### config.mk
export PLATFORM = sky130hd
export DESIGN_NAME = gpnms_regs
export DESIGN_NICKNAME = d
export VERILOG_FILES = /design/src/gpnms_pkg.sv /design/src/gpnms_regs.sv /design/src/gpnms_sync2.sv
export VERILOG_INCLUDE_DIRS = /design/src
export SDC_FILE = /design/constraint.sdc
export NUM_CORES = 1
export LEC_CHECK = 0
export ABC_AREA = 1
export BUFFER_PORTS_ARGS = -buffer_cell sky130_fd_sc_hd__buf_2
export CORE_MARGIN = 5
export CORE_UTILIZATION = 29
export DETAILED_ROUTE_END_ITERATION = 7
export GPL_ROUTABILITY_DRIVEN = 0
export RECOVER_POWER = 25
export SYNTH_ARGS = -nofsm -noshare
export SYNTH_HDL_FRONTEND = slang
export SYNTH_SLANG_ARGS = --single-unit
### constraint.sdc
create_clock -name core_clk -period 2 [get_ports core_clk]
set_clock_uncertainty 0.2 [all_clocks]
set_input_delay 0.1 -clock core_clk [delete_from_list [all_inputs] [get_ports core_clk]]
set_output_delay 0.1 -clock core_clk [all_outputs]
set_load 0.05 [all_outputs]
### src/gpnms_params.svh
// gpnms_params.svh: offsets, field positions, reset values for the gigabit
// next page / control / status register slice.
// assumes: included by bare name; no clock or reset of its own.
`ifndef GPNMS_PARAMS_SVH
`define GPNMS_PARAMS_SVH
// ----------------------------------------
// register offsets
// ----------------------------------------
`define GPNMS_OFS_NEXT_PAGE 5'h08
`define GPNMS_OFS_CONTROL 5'h09
`define GPNMS_OFS_STATUS 5'h0a
// ----------------------------------------
// reset values
// ----------------------------------------
`define GPNMS_RST_NEXT_PAGE 16'h2001
`define GPNMS_RST_CONTROL 16'h0300
`define GPNMS_RST_STATUS 16'h0000
// ----------------------------------------
// field positions
// ----------------------------------------
`define GPNMS_NP_MORE 15
`define GPNMS_NP_ACK 14
`define GPNMS_NP_MSG 13
`define GPNMS_NP_ACK2 12
`define GPNMS_NP_TOGGLE 11
`define GPNMS_CTL_TEST_HI 15
`define GPNMS_CTL_TEST_LO 13
`define GPNMS_CTL_FORCE_EN 12
`define GPNMS_CTL_FORCE_VAL 11
`define GPNMS_CTL_PORT_TYPE 10
`define GPNMS_CTL_ADV_FD 9
`define GPNMS_CTL_ADV_HD 8
`define GPNMS_CTL_DIAG 7
`define GPNMS_CTL_WMASK 16'hff80
`define GPNMS_IDLE_MAX 8'hff
`define GPNMS_STRAP_SETTLE 2'h2
`endif

### src/gpnms_pkg.sv
// gpnms_pkg.sv: types shared by the register slice.
// assumes: compiled before the modules.
package gpnms_pkg;
    typedef enum logic [2:0] {
        GPNMS_TP_NORMAL,
        GPNMS_TP_WAVEFORM,
        GPNMS_TP_JITTER_MASTER,
        GPNMS_TP_JITTER_SLAVE,
        GPNMS_TP_DISTORTION,
        GPNMS_TP_MLT3_IDLES,
        GPNMS_TP_REPEAT_0001,
        GPNMS_TP_PULSE_63_ZEROS
    } gpnms_pattern_t;
    typedef logic [15:0] gpnms_word_t;
endpackage : gpnms_pkg

### src/gpnms_regs.sv
// gpnms_regs.sv: partner next page, gigabit control and gigabit status
// registers behind a simple management register port.
// assumes: event/status inputs are on core_clk; straps are pins and are
// synchronised; reads and writes are one-cycle strobes from the management
// serial engine.
`timescale 1ns/100ps
`include "gpnms_params.svh"
module gpnms_regs (
    // clock and reset
    input wire logic core_clk,
    input wire logic reset_n,
    // management register port
    input wire logic [4:0] reg_addr,
    input wire logic reg_wr,
    input wire logic reg_rd,
    input wire logic [15:0] reg_wdata,
    output gpnms_pkg::gpnms_word_t reg_rdata,
    output logic reg_rvalid,
    // straps (pins)
    input wire logic strap_adv_full,
    input wire logic strap_adv_half,
    // negotiation engine
    input wire logic page_rx_valid,
    input wire logic [15:0] page_rx_word,
    input wire logic negotiation_restart,
    input wire logic partner_base_toggle,
    // master/slave and receiver status
    input wire logic role_fault_event,
    input wire logic role_resolved_master,
    input wire logic local_receiver_ok,
    input wire logic remote_receiver_ok,
    input wire logic partner_gig_full_duplex,
    input wire logic partner_gig_half_duplex,
    input wire logic idle_error_event,
    input wire logic link_down_event,
    // control outputs
    output gpnms_pkg::gpnms_pattern_t tx_pattern,
    output logic role_force_enable,
    output logic role_force_value,
    output logic port_multi,
    output logic adv_gig_full_duplex,
    output logic adv_gig_half_duplex,
    output logic cable_diag_start
);
    import gpnms_pkg::*;

    gpnms_word_t next_page_r;
    gpnms_word_t control_r;
    logic fault_r;
    logic [7:0] idle_count_r;
    logic [7:0] idle_count_nxt;
    logic [1:0] strap_sync;
    logic strap_done_r;
    logic [1:0] strap_wait_r;
    logic wr_control;
    logic first_page_r;
    gpnms_word_t rdata_nxt;
    logic rd_status;

    // ----------------------------------------
    // helpers
    // ----------------------------------------
    function automatic logic [7:0] sat_inc(input logic [7:0] v);
        sat_inc = (v == `GPNMS_IDLE_MAX) ? v : v + 8'h01;
    endfunction : sat_inc

    function automatic logic addr_is(input logic [4:0] a, input logic [4:0] ofs);
        addr_is = (a == ofs);
    endfunction : addr_is

    assign rd_status = reg_rd && addr_is(reg_addr, `GPNMS_OFS_STATUS);
    assign wr_control = reg_wr && addr_is(reg_addr, `GPNMS_OFS_CONTROL);

    // strap pins through two flops
    gpnms_sync2 #(.WIDTH(2)) u_strap_sync (
        .core_clk(core_clk),
        .reset_n(reset_n),
        .async_in({strap_adv_full, strap_adv_half}),
        .sync_out(strap_sync)
    );

    // sync output is trusted only once both flops have refilled after reset
    always_ff @(posedge core_clk or negedge reset_n) begin
        if (!reset_n) begin
            strap_wait_r <= 2'h0;
        end else if (strap_wait_r != `GPNMS_STRAP_SETTLE) begin
            strap_wait_r <= strap_wait_r + 2'h1;
        end
    end

    // ----------------------------------------
    // partner next page capture
    // ----------------------------------------
    // first page of a negotiation alternates from base page bit
    always_ff @(posedge core_clk or negedge reset_n) begin
        if (!reset_n) begin
            next_page_r <= `GPNMS_RST_NEXT_PAGE;
            first_page_r <= 1'b1;
        end else if (negotiation_restart) begin
            first_page_r <= 1'b1;
        end else if (page_rx_valid) begin
            first_page_r <= 1'b0;
            next_page_r[`GPNMS_NP_MORE] <= page_rx_word[`GPNMS_NP_MORE];
            next_page_r[`GPNMS_NP_ACK] <= page_rx_word[`GPNMS_NP_ACK];
            next_page_r[`GPNMS_NP_MSG] <= page_rx_word[`GPNMS_NP_MSG];
            next_page_r[`GPNMS_NP_ACK2] <= page_rx_word[`GPNMS_NP_ACK2];
            next_page_r[`GPNMS_NP_TOGGLE] <= first_page_r ? ~partner_base_toggle
                                                          : ~next_page_r[`GPNMS_NP_TOGGLE];
            next_page_r[10:0] <= page_rx_word[10:0];
        end
    end

    // ----------------------------------------
    // gigabit control register
    // ----------------------------------------
    // writes keep reserved low bits zero; settled straps load duplex defaults once
    always_ff @(posedge core_clk or negedge reset_n) begin
        if (!reset_n) begin
            control_r <= `GPNMS_RST_CONTROL;
            strap_done_r <= 1'b0;
        end else if (wr_control) begin
            control_r <= reg_wdata & `GPNMS_CTL_WMASK;
            strap_done_r <= 1'b1;
        end else if (!strap_done_r && strap_wait_r == `GPNMS_STRAP_SETTLE) begin
            control_r[`GPNMS_CTL_ADV_FD] <= strap_sync[1];
            control_r[`GPNMS_CTL_ADV_HD] <= strap_sync[0];
            strap_done_r <= 1'b1;
        end
    end

    // control fields driven out from flops
    always_ff @(posedge core_clk or negedge reset_n) begin
        if (!reset_n) begin
            tx_pattern <= GPNMS_TP_NORMAL;
            role_force_enable <= 1'b0;
            role_force_value <= 1'b0;
            port_multi <= 1'b0;
            adv_gig_full_duplex <= 1'b1;
            adv_gig_half_duplex <= 1'b1;
        end else begin
            tx_pattern <= gpnms_pattern_t'(control_r[`GPNMS_CTL_TEST_HI:`GPNMS_CTL_TEST_LO]);
            role_force_enable <= control_r[`GPNMS_CTL_FORCE_EN];
            role_force_value <= control_r[`GPNMS_CTL_FORCE_VAL];
            port_multi <= control_r[`GPNMS_CTL_PORT_TYPE];
            adv_gig_full_duplex <= control_r[`GPNMS_CTL_ADV_FD];
            adv_gig_half_duplex <= control_r[`GPNMS_CTL_ADV_HD];
        end
    end

    // diagnostic launch pulse after link-down when enabled
    always_ff @(posedge core_clk or negedge reset_n) begin
        if (!reset_n) begin
            cable_diag_start <= 1'b0;
        end else begin
            cable_diag_start <= link_down_event && control_r[`GPNMS_CTL_DIAG];
        end
    end

    // ----------------------------------------
    // gigabit status latches
    // ----------------------------------------
    // fault latches high; a new fault beats the clear on read
    always_ff @(posedge core_clk or negedge reset_n) begin
        if (!reset_n) begin
            fault_r <= 1'b0;
        end else if (role_fault_event) begin
            fault_r <= 1'b1;
        end else if (rd_status) begin
            fault_r <= 1'b0;
        end
    end

    // idle error count saturates; read clears, event in same cycle counts one
    always_comb begin
        idle_count_nxt = idle_count_r;
        if (rd_status) begin
            idle_count_nxt = idle_error_event ? 8'h01 : 8'h00;
        end else if (idle_error_event) begin
            idle_count_nxt = sat_inc(idle_count_r);
        end
    end

    always_ff @(posedge core_clk or negedge reset_n) begin
        if (!reset_n) begin
            idle_count_r <= 8'h00;
        end else begin
            idle_count_r <= idle_count_nxt;
        end
    end

    // ----------------------------------------
    // read mux
    // ----------------------------------------
    // unmapped offsets read zero
    always_comb begin
        rdata_nxt = 16'h0000;
        if (addr_is(reg_addr, `GPNMS_OFS_NEXT_PAGE)) begin
            rdata_nxt = next_page_r;
        end else if (addr_is(reg_addr, `GPNMS_OFS_CONTROL)) begin
            rdata_nxt = control_r;
        end else if (addr_is(reg_addr, `GPNMS_OFS_STATUS)) begin
            rdata_nxt = {fault_r, role_resolved_master, local_receiver_ok,
                         remote_receiver_ok, partner_gig_full_duplex,
                         partner_gig_half_duplex, 2'b00, idle_count_r};
        end
    end

    always_ff @(posedge core_clk or negedge reset_n) begin
        if (!reset_n) begin
            reg_rdata <= `GPNMS_RST_STATUS;
            reg_rvalid <= 1'b0;
        end else begin
            reg_rvalid <= reg_rd;
            if (reg_rd) begin
                reg_rdata <= rdata_nxt;
            end
        end
    end

    // ----------------------------------------
    // checks
    // ----------------------------------------
    chk_fault_holds: assert property (@(posedge core_clk) disable iff (!reset_n)
        role_fault_event |=> fault_r) else $error("fault not latched");
    chk_fault_clear: assert property (@(posedge core_clk) disable iff (!reset_n)
        (rd_status && !role_fault_event) |=> !fault_r) else $error("fault not cleared by read");
    chk_idle_sat: assert property (@(posedge core_clk) disable iff (!reset_n)
        (idle_count_r == 8'hff && !rd_status) |=> idle_count_r == 8'hff) else $error("idle count wrapped");
    chk_idle_inc: assert property (@(posedge core_clk) disable iff (!reset_n)
        (idle_error_event && !rd_status && idle_count_r != 8'hff) |=> idle_count_r == $past(idle_count_r) + 8'h01)
        else $error("idle count did not step");
    chk_diag_launch: assert property (@(posedge core_clk) disable iff (!reset_n)
        cable_diag_start |-> $past(link_down_event) && $past(control_r[7])) else $error("diag without cause");
    chk_page_toggle: assert property (@(posedge core_clk) disable iff (!reset_n)
        (page_rx_valid && !negotiation_restart && !first_page_r) |=> next_page_r[11] != $past(next_page_r[11]))
        else $error("toggle did not alternate");
    chk_page_code: assert property (@(posedge core_clk) disable iff (!reset_n)
        (page_rx_valid && !negotiation_restart) |=> next_page_r[10:0] == $past(page_rx_word[10:0]))
        else $error("code field not captured");
    chk_ctl_reserved: assert property (@(posedge core_clk) disable iff (!reset_n)
        control_r[6:0] == 7'h00) else $error("reserved control bits set");
    chk_pattern_out: assert property (@(posedge core_clk) disable iff (!reset_n)
        ##1 tx_pattern == gpnms_pattern_t'($past(control_r[15:13]))) else $error("pattern mismatch");
    chk_force_out: assert property (@(posedge core_clk) disable iff (!reset_n)
        ##1 role_force_enable == $past(control_r[12])) else $error("force enable mismatch");
    // role value copied out one cycle late
    chk_role_value: assert property (@(posedge core_clk) disable iff (!reset_n)
        ##1 role_force_value == $past(control_r[11]))
        else $error("force value mismatch");
    // port type copied out one cycle late
    chk_port_out: assert property (@(posedge core_clk) disable iff (!reset_n)
        ##1 port_multi == $past(control_r[10]))
        else $error("port type mismatch");
    // duplex advertisements copied out one cycle late
    chk_adv_out: assert property (@(posedge core_clk) disable iff (!reset_n)
        ##1 {adv_gig_full_duplex, adv_gig_half_duplex} == $past(control_r[9:8]))
        else $error("advertise mismatch");
    // settled straps land in the duplex bits
    chk_strap_load: assert property (@(posedge core_clk) disable iff (!reset_n)
        (!strap_done_r && strap_wait_r == `GPNMS_STRAP_SETTLE && !wr_control)
        |=> control_r[9:8] == $past(strap_sync))
        else $error("strap default not loaded");
    // control write keeps only writable fields
    chk_ctl_write: assert property (@(posedge core_clk) disable iff (!reset_n)
        wr_control |=> control_r == ($past(reg_wdata) & `GPNMS_CTL_WMASK))
        else $error("control write mismatch");
    // enabled link loss always launches the diagnostic
    chk_diag_cause: assert property (@(posedge core_clk) disable iff (!reset_n)
        (link_down_event && control_r[7]) |=> cable_diag_start)
        else $error("diag not launched");

    // ----------------------------------------
    // checks: partner page capture
    // ----------------------------------------
    // page word only changes when a page arrives
    chk_page_ro: assert property (@(posedge core_clk) disable iff (!reset_n)
        !page_rx_valid |=> $stable(next_page_r))
        else $error("page register changed without a page");
    // flag bits taken from the received word
    chk_page_flags: assert property (@(posedge core_clk) disable iff (!reset_n)
        (page_rx_valid && !negotiation_restart) |=> next_page_r[15:12] == $past(page_rx_word[15:12]))
        else $error("page flags not captured");
    // first page starts from the inverted base bit
    chk_page_first: assert property (@(posedge core_clk) disable iff (!reset_n)
        (page_rx_valid && !negotiation_restart && first_page_r)
        |=> next_page_r[11] == !$past(partner_base_toggle))
        else $error("first toggle wrong");
    // restart rearms the first-page state
    chk_page_rearm: assert property (@(posedge core_clk) disable iff (!reset_n)
        negotiation_restart |=> first_page_r)
        else $error("restart not taken");

    // ----------------------------------------
    // checks: status register and read port
    // ----------------------------------------
    // fault stays set until a status read
    chk_fault_keep: assert property (@(posedge core_clk) disable iff (!reset_n)
        (fault_r && !rd_status) |=> fault_r)
        else $error("fault dropped without read");
    // status read returns the latched fault
    chk_fault_read: assert property (@(posedge core_clk) disable iff (!reset_n)
        rd_status |=> reg_rdata[15] == $past(fault_r))
        else $error("fault not reported");
    // live levels shown as they stood at the read
    chk_status_live: assert property (@(posedge core_clk) disable iff (!reset_n)
        rd_status |=> reg_rdata[14] == $past(role_resolved_master)
        && reg_rdata[13] == $past(local_receiver_ok) && reg_rdata[12] == $past(remote_receiver_ok)
        && reg_rdata[11] == $past(partner_gig_full_duplex)
        && reg_rdata[10] == $past(partner_gig_half_duplex))
        else $error("status levels mismatch");
    // reserved status bits read zero
    chk_status_rsvd: assert property (@(posedge core_clk) disable iff (!reset_n)
        rd_status |=> reg_rdata[9:8] == 2'h0)
        else $error("reserved status bits set");
    // count shown as it stood at the read
    chk_idle_read: assert property (@(posedge core_clk) disable iff (!reset_n)
        rd_status |=> reg_rdata[7:0] == $past(idle_count_r))
        else $error("idle count not reported");
    // read clears the count; a same-cycle error counts one
    chk_idle_clear: assert property (@(posedge core_clk) disable iff (!reset_n)
        rd_status |=> idle_count_r == {7'h00, $past(idle_error_event)})
        else $error("idle count not cleared");
    // count holds without an error or a read
    chk_idle_hold: assert property (@(posedge core_clk) disable iff (!reset_n)
        (!idle_error_event && !rd_status) |=> $stable(idle_count_r))
        else $error("idle count moved");
    // answer comes exactly one cycle after the strobe
    chk_read_answer: assert property (@(posedge core_clk) disable iff (!reset_n)
        reg_rd |=> reg_rvalid)
        else $error("read answer missing");
    // answer never appears without a strobe
    chk_answer_cause: assert property (@(posedge core_clk) disable iff (!reset_n)
        reg_rvalid |-> $past(reg_rd))
        else $error("read answer without strobe");
    // read data holds between reads
    chk_rdata_hold: assert property (@(posedge core_clk) disable iff (!reset_n)
        !reg_rd |=> $stable(reg_rdata))
        else $error("read data moved");

    // ----------------------------------------
    // coverage of main scenarios
    // ----------------------------------------
    cov_page_rx: cover property (@(posedge core_clk) disable iff (!reset_n) page_rx_valid ##1 page_rx_valid);
    cov_fault_read: cover property (@(posedge core_clk) disable iff (!reset_n) role_fault_event ##[1:4] rd_status);
    cov_idle_full: cover property (@(posedge core_clk) disable iff (!reset_n) idle_count_r == 8'hff);
    cov_diag: cover property (@(posedge core_clk) disable iff (!reset_n) cable_diag_start);
    cov_fault_on_read: cover property (@(posedge core_clk) disable iff (!reset_n) role_fault_event && rd_status);
endmodule : gpnms_regs

### src/gpnms_sync2.sv
// gpnms_sync2.sv: two-flop synchroniser for a bundle of levels.
// assumes: inputs come from outside core_clk's domain.
`timescale 1ns/100ps
module gpnms_sync2 #(
    parameter int WIDTH = 1
) (
    // clock and reset
    input wire logic core_clk,
    input wire logic reset_n,
    // levels
    input wire logic [WIDTH-1:0] async_in,
    output logic [WIDTH-1:0] sync_out
);
    logic [WIDTH-1:0] meta_r;

    // first stage read only by second stage
    always_ff @(posedge core_clk or negedge reset_n) begin
        if (!reset_n) begin
            meta_r <= '0;
            sync_out <= '0;
        end else begin
            meta_r <= async_in;
            sync_out <= meta_r;
        end
    end
endmodule : gpnms_sync2
==> reports/metrics.csv <==
stage,metric,value,unit
outcome,outcome,"finished, final reports clean",
timing,final worst setup slack,0.101,ns
setup_path,CP max FO,11,
clocking,Clock transition at path regs,0.07,ns
placement,number of port buffers,71,
floorplanning,Initial Util,0.295,
timing,Finish-stage setup viols,0,
grt,pin count of the biggest net entering global routing,69,
setup_path,Worst Path Arrival,1.99,ns
finish,"commonest non-fill, non-tap cells in the layout","135 x nand2_1, 71 x buf_2, 61 x dfrtp_1",
logic_synthesis,post-synthesis cell area,3040,um2
routing,per-cell routed wire length,12.2,um
timing,Fmax achieved,0.527,GHz
routing,DRT Pass-1 Iters,6,
min_path,Hold Path Class,primary input to flip-flop,
grt,GRT Overall Usage,0.128,
timing,Final Hold Vio Count,0,
grt,first-pass GRT wire length,13.0,mm
finish,"most common cell after layout, fill and taps aside",nand2_1,
logic_synthesis,syn avg cell area,8.51,um2
setup_path,max incr delay on CP,0.58,ns
run,max_cap viols,0,
floorplanning,core area,10300,um2
placement,placed instance area,3540,um2
clocking,worst skew pair latency,0.34,ns
timing,Final Critical Period,1.90,ns
clocking,H-tree Lvls,3,
floorplanning,row count,37,
logic_synthesis,syn_nets,413,
clocking,TritonCTS Buffers,9,
finish,Finished Cell Area,4210,um2
timing,RSZ-0062 raised after global routing,false,
floorplanning,Die H,112,um
grt,number of global-route vias before repair,2651,
clocking,Root Driver,clkbuf_8,
routing,Vias,2674,
pwr,P_leak,2.17,nW
clocking,post-CTS setup buffers,0,
routing,post-route ant nets,0,
clocking,TritonCTS Sinks,68,
setup_path,most frequent CP cell,dlygate4sd3_1,
placement,"worst slack, placed",0.342,ns
placement,hpwl dp,5.43,mm
clocking,post-cts resize count,0,
setup_path,startpoint types,primary input,
timing,relative slew slack,0.392,
setup_path,worst-path cell chain,dlygate4sd3_1 -> buf_2 -> inv_2 -> nor2_4 -> nand3_1 -> dlygate4sd3_1 -> nand2_1,
clocking,Hold Buf Count CTS,48,
pwr,total power per unit cell area,832,nW/um2
finish,fraction of layout cells with a size suffix above 1,0.216,
clocking,CTS Buffer Depth,2,
logic_synthesis,Seq cells post-synth,68,
setup_path,"Max stage delay cell, worst path",dlygate4sd3_1,
logic_synthesis,Netlist cell types,24,
routing,Vias/cell,4.30,
routing,final wirelength,7.60,mm
timing,Tightest Pin Transition,0.912,ns
finish,final core utilization,0.410,
logic_synthesis,total number of yosys warnings,0,
timing,Final period util,0.949,
grt,initial antenna violation count,1,
grt,GR Overflow Total,0,
finish,Layout area overhead,38.6,%
finish,FILL cells,1050,
routing,# DRC,0,
logic_synthesis,"Seq/Total Area, Yosys",0.563,
timing,Setup TNS,0,ns
setup_path,Worst Path Required,2.09,ns
setup_path,CP Class,primary input to flip-flop,
setup_path,CP Capture Type,flip-flop,
finish,FF+latch area,1710,um2
finish,Multi-input gate area,1120,um2
finish,Final nets,536,
clocking,CTS tree,yes,
pwr,Max VDD drop,0.000281,V
logic_synthesis,Cells after Synth,357,
routing,initial DRC count,132,
floorplanning,IO Count,80,
floorplanning,Chip Width,112,um
timing,fin. max-slew vios,0,
floorplanning,die area,12600,um2
## synthesized netlist by cell type
master      n  share of area
inv_2       2         0.0025
nand2_1   135           0.17
buf_6       2         0.0074
a21oi_2     1         0.0029
o211ai_1    5          0.012
o21ai_0    20          0.033
nor2_4      4          0.015
nor2_8      1         0.0066
nand3b_1    1         0.0025
buf_2       7          0.012
xnor2_1     1         0.0029
ha_1        2         0.0082
dfstp_2     7          0.061
nand3_1    35          0.058
dfrtp_1    61           0.50
nand4_1    10          0.021
nor2_1     19          0.023
inv_1      36          0.044
nand2_2     2         0.0041
clkbuf_1    1         0.0012
xor2_1      2         0.0058
nand2_4     1         0.0037
o21ai_1     1         0.0016
a21o_1      1         0.0025
## path summary, 6_finish.rpt
path / startpoint / to / slack [ns] / cells past startpoint
setup / recovery: reg_addr[0] / control_r[13]$_DFFE_PN0P_ / 0.10 / 7
hold / removal: reg_addr[4] / reg_rdata[13]$_DFFE_PN0P_ / 0.04 / 7
setup reg to reg: idle_count_r[1]$_DFFE_PN0P_ / idle_count_r[5]$_DFFE_PN0P_ / 0.33 / 6
hold reg to reg: u_strap_sync.meta_r[1]$_DFF_PN0_ / u_strap_sync.sync_out[1]$_DFF_PN0_ / 0.15 / 0
max in group asynchronous: reset_n / next_page_r[7]$_DFFE_PN0P_ / 0.67 / 3
min in group asynchronous: reset_n / idle_count_r[2]$_DFFE_PN0P_ / 0.32 / 3
## state kept, by name, summed over array words and instances (netlist names), 2 cells and up
signal,cells
reg_rdata,16
u_strap_sync.meta_r,2
control_r,9
idle_count_r,8
next_page_r,16
tx_pattern,3
u_strap_sync.sync_out,2
strap_wait_r,2
## cell type report
cell class                      count  area share
Antenna cell                        1    0.000595
Clock buffer                       12      0.0369
Clock inverter                      4      0.0113
Inverter                           38      0.0339
Multi-Input combinational cell    241       0.267
Sequential cell                    68       0.406
Tap cell                          136      0.0404
Timing Repair Buffer              122       0.204
## per-layer routing
metal,vias up,share of wire,GRT usage,routed length (um)
li1,1375,-,-,-
met1,1227,0.47,0.168,3540
met2,58,0.47,0.203,3610
met3,14,0.038,0.0302,285
met4,0,0.021,0.0561,163
met5,-,0,0,0
## logic make-up (layout without fill, tap and decap cells)
kind of cell / after synthesis / in the layout / synth area share
simple gates: 208 / 208 / 0.300
flops: 68 / 68 / 0.563
buf+inv: 48 / 176 / 0.0672
compound gates: 28 / 28 / 0.0523
xor+xnor: 3 / 3 / 0.00865
fa+ha+maj: 2 / 2 / 0.00824
other cells: 0 / 1 / 0
## stage by stage
stage	hold WS, ns	instances	total power [mW]
after floorplan	-0.396	357	2.10
after global placement	-0.0507	557	2.31
after detailed placement	-0.0478	557	2.33
after CTS	0.0189	621	3.55
after global routing	0.0842	622	3.71
final	0.0380	622	3.50
## power by group
group,switching (mW),internal (mW)
sequential,0.132,1.56
clock,0.509,0.640
combinational,0.426,0.237
## worst max-delay path: cells and delay by family
family | cells | cell delay, ns
and+or+nand+nor | 3 | 0.46
buffers and inverters | 4 | 1.42
(Power assumes the default switching activity.)
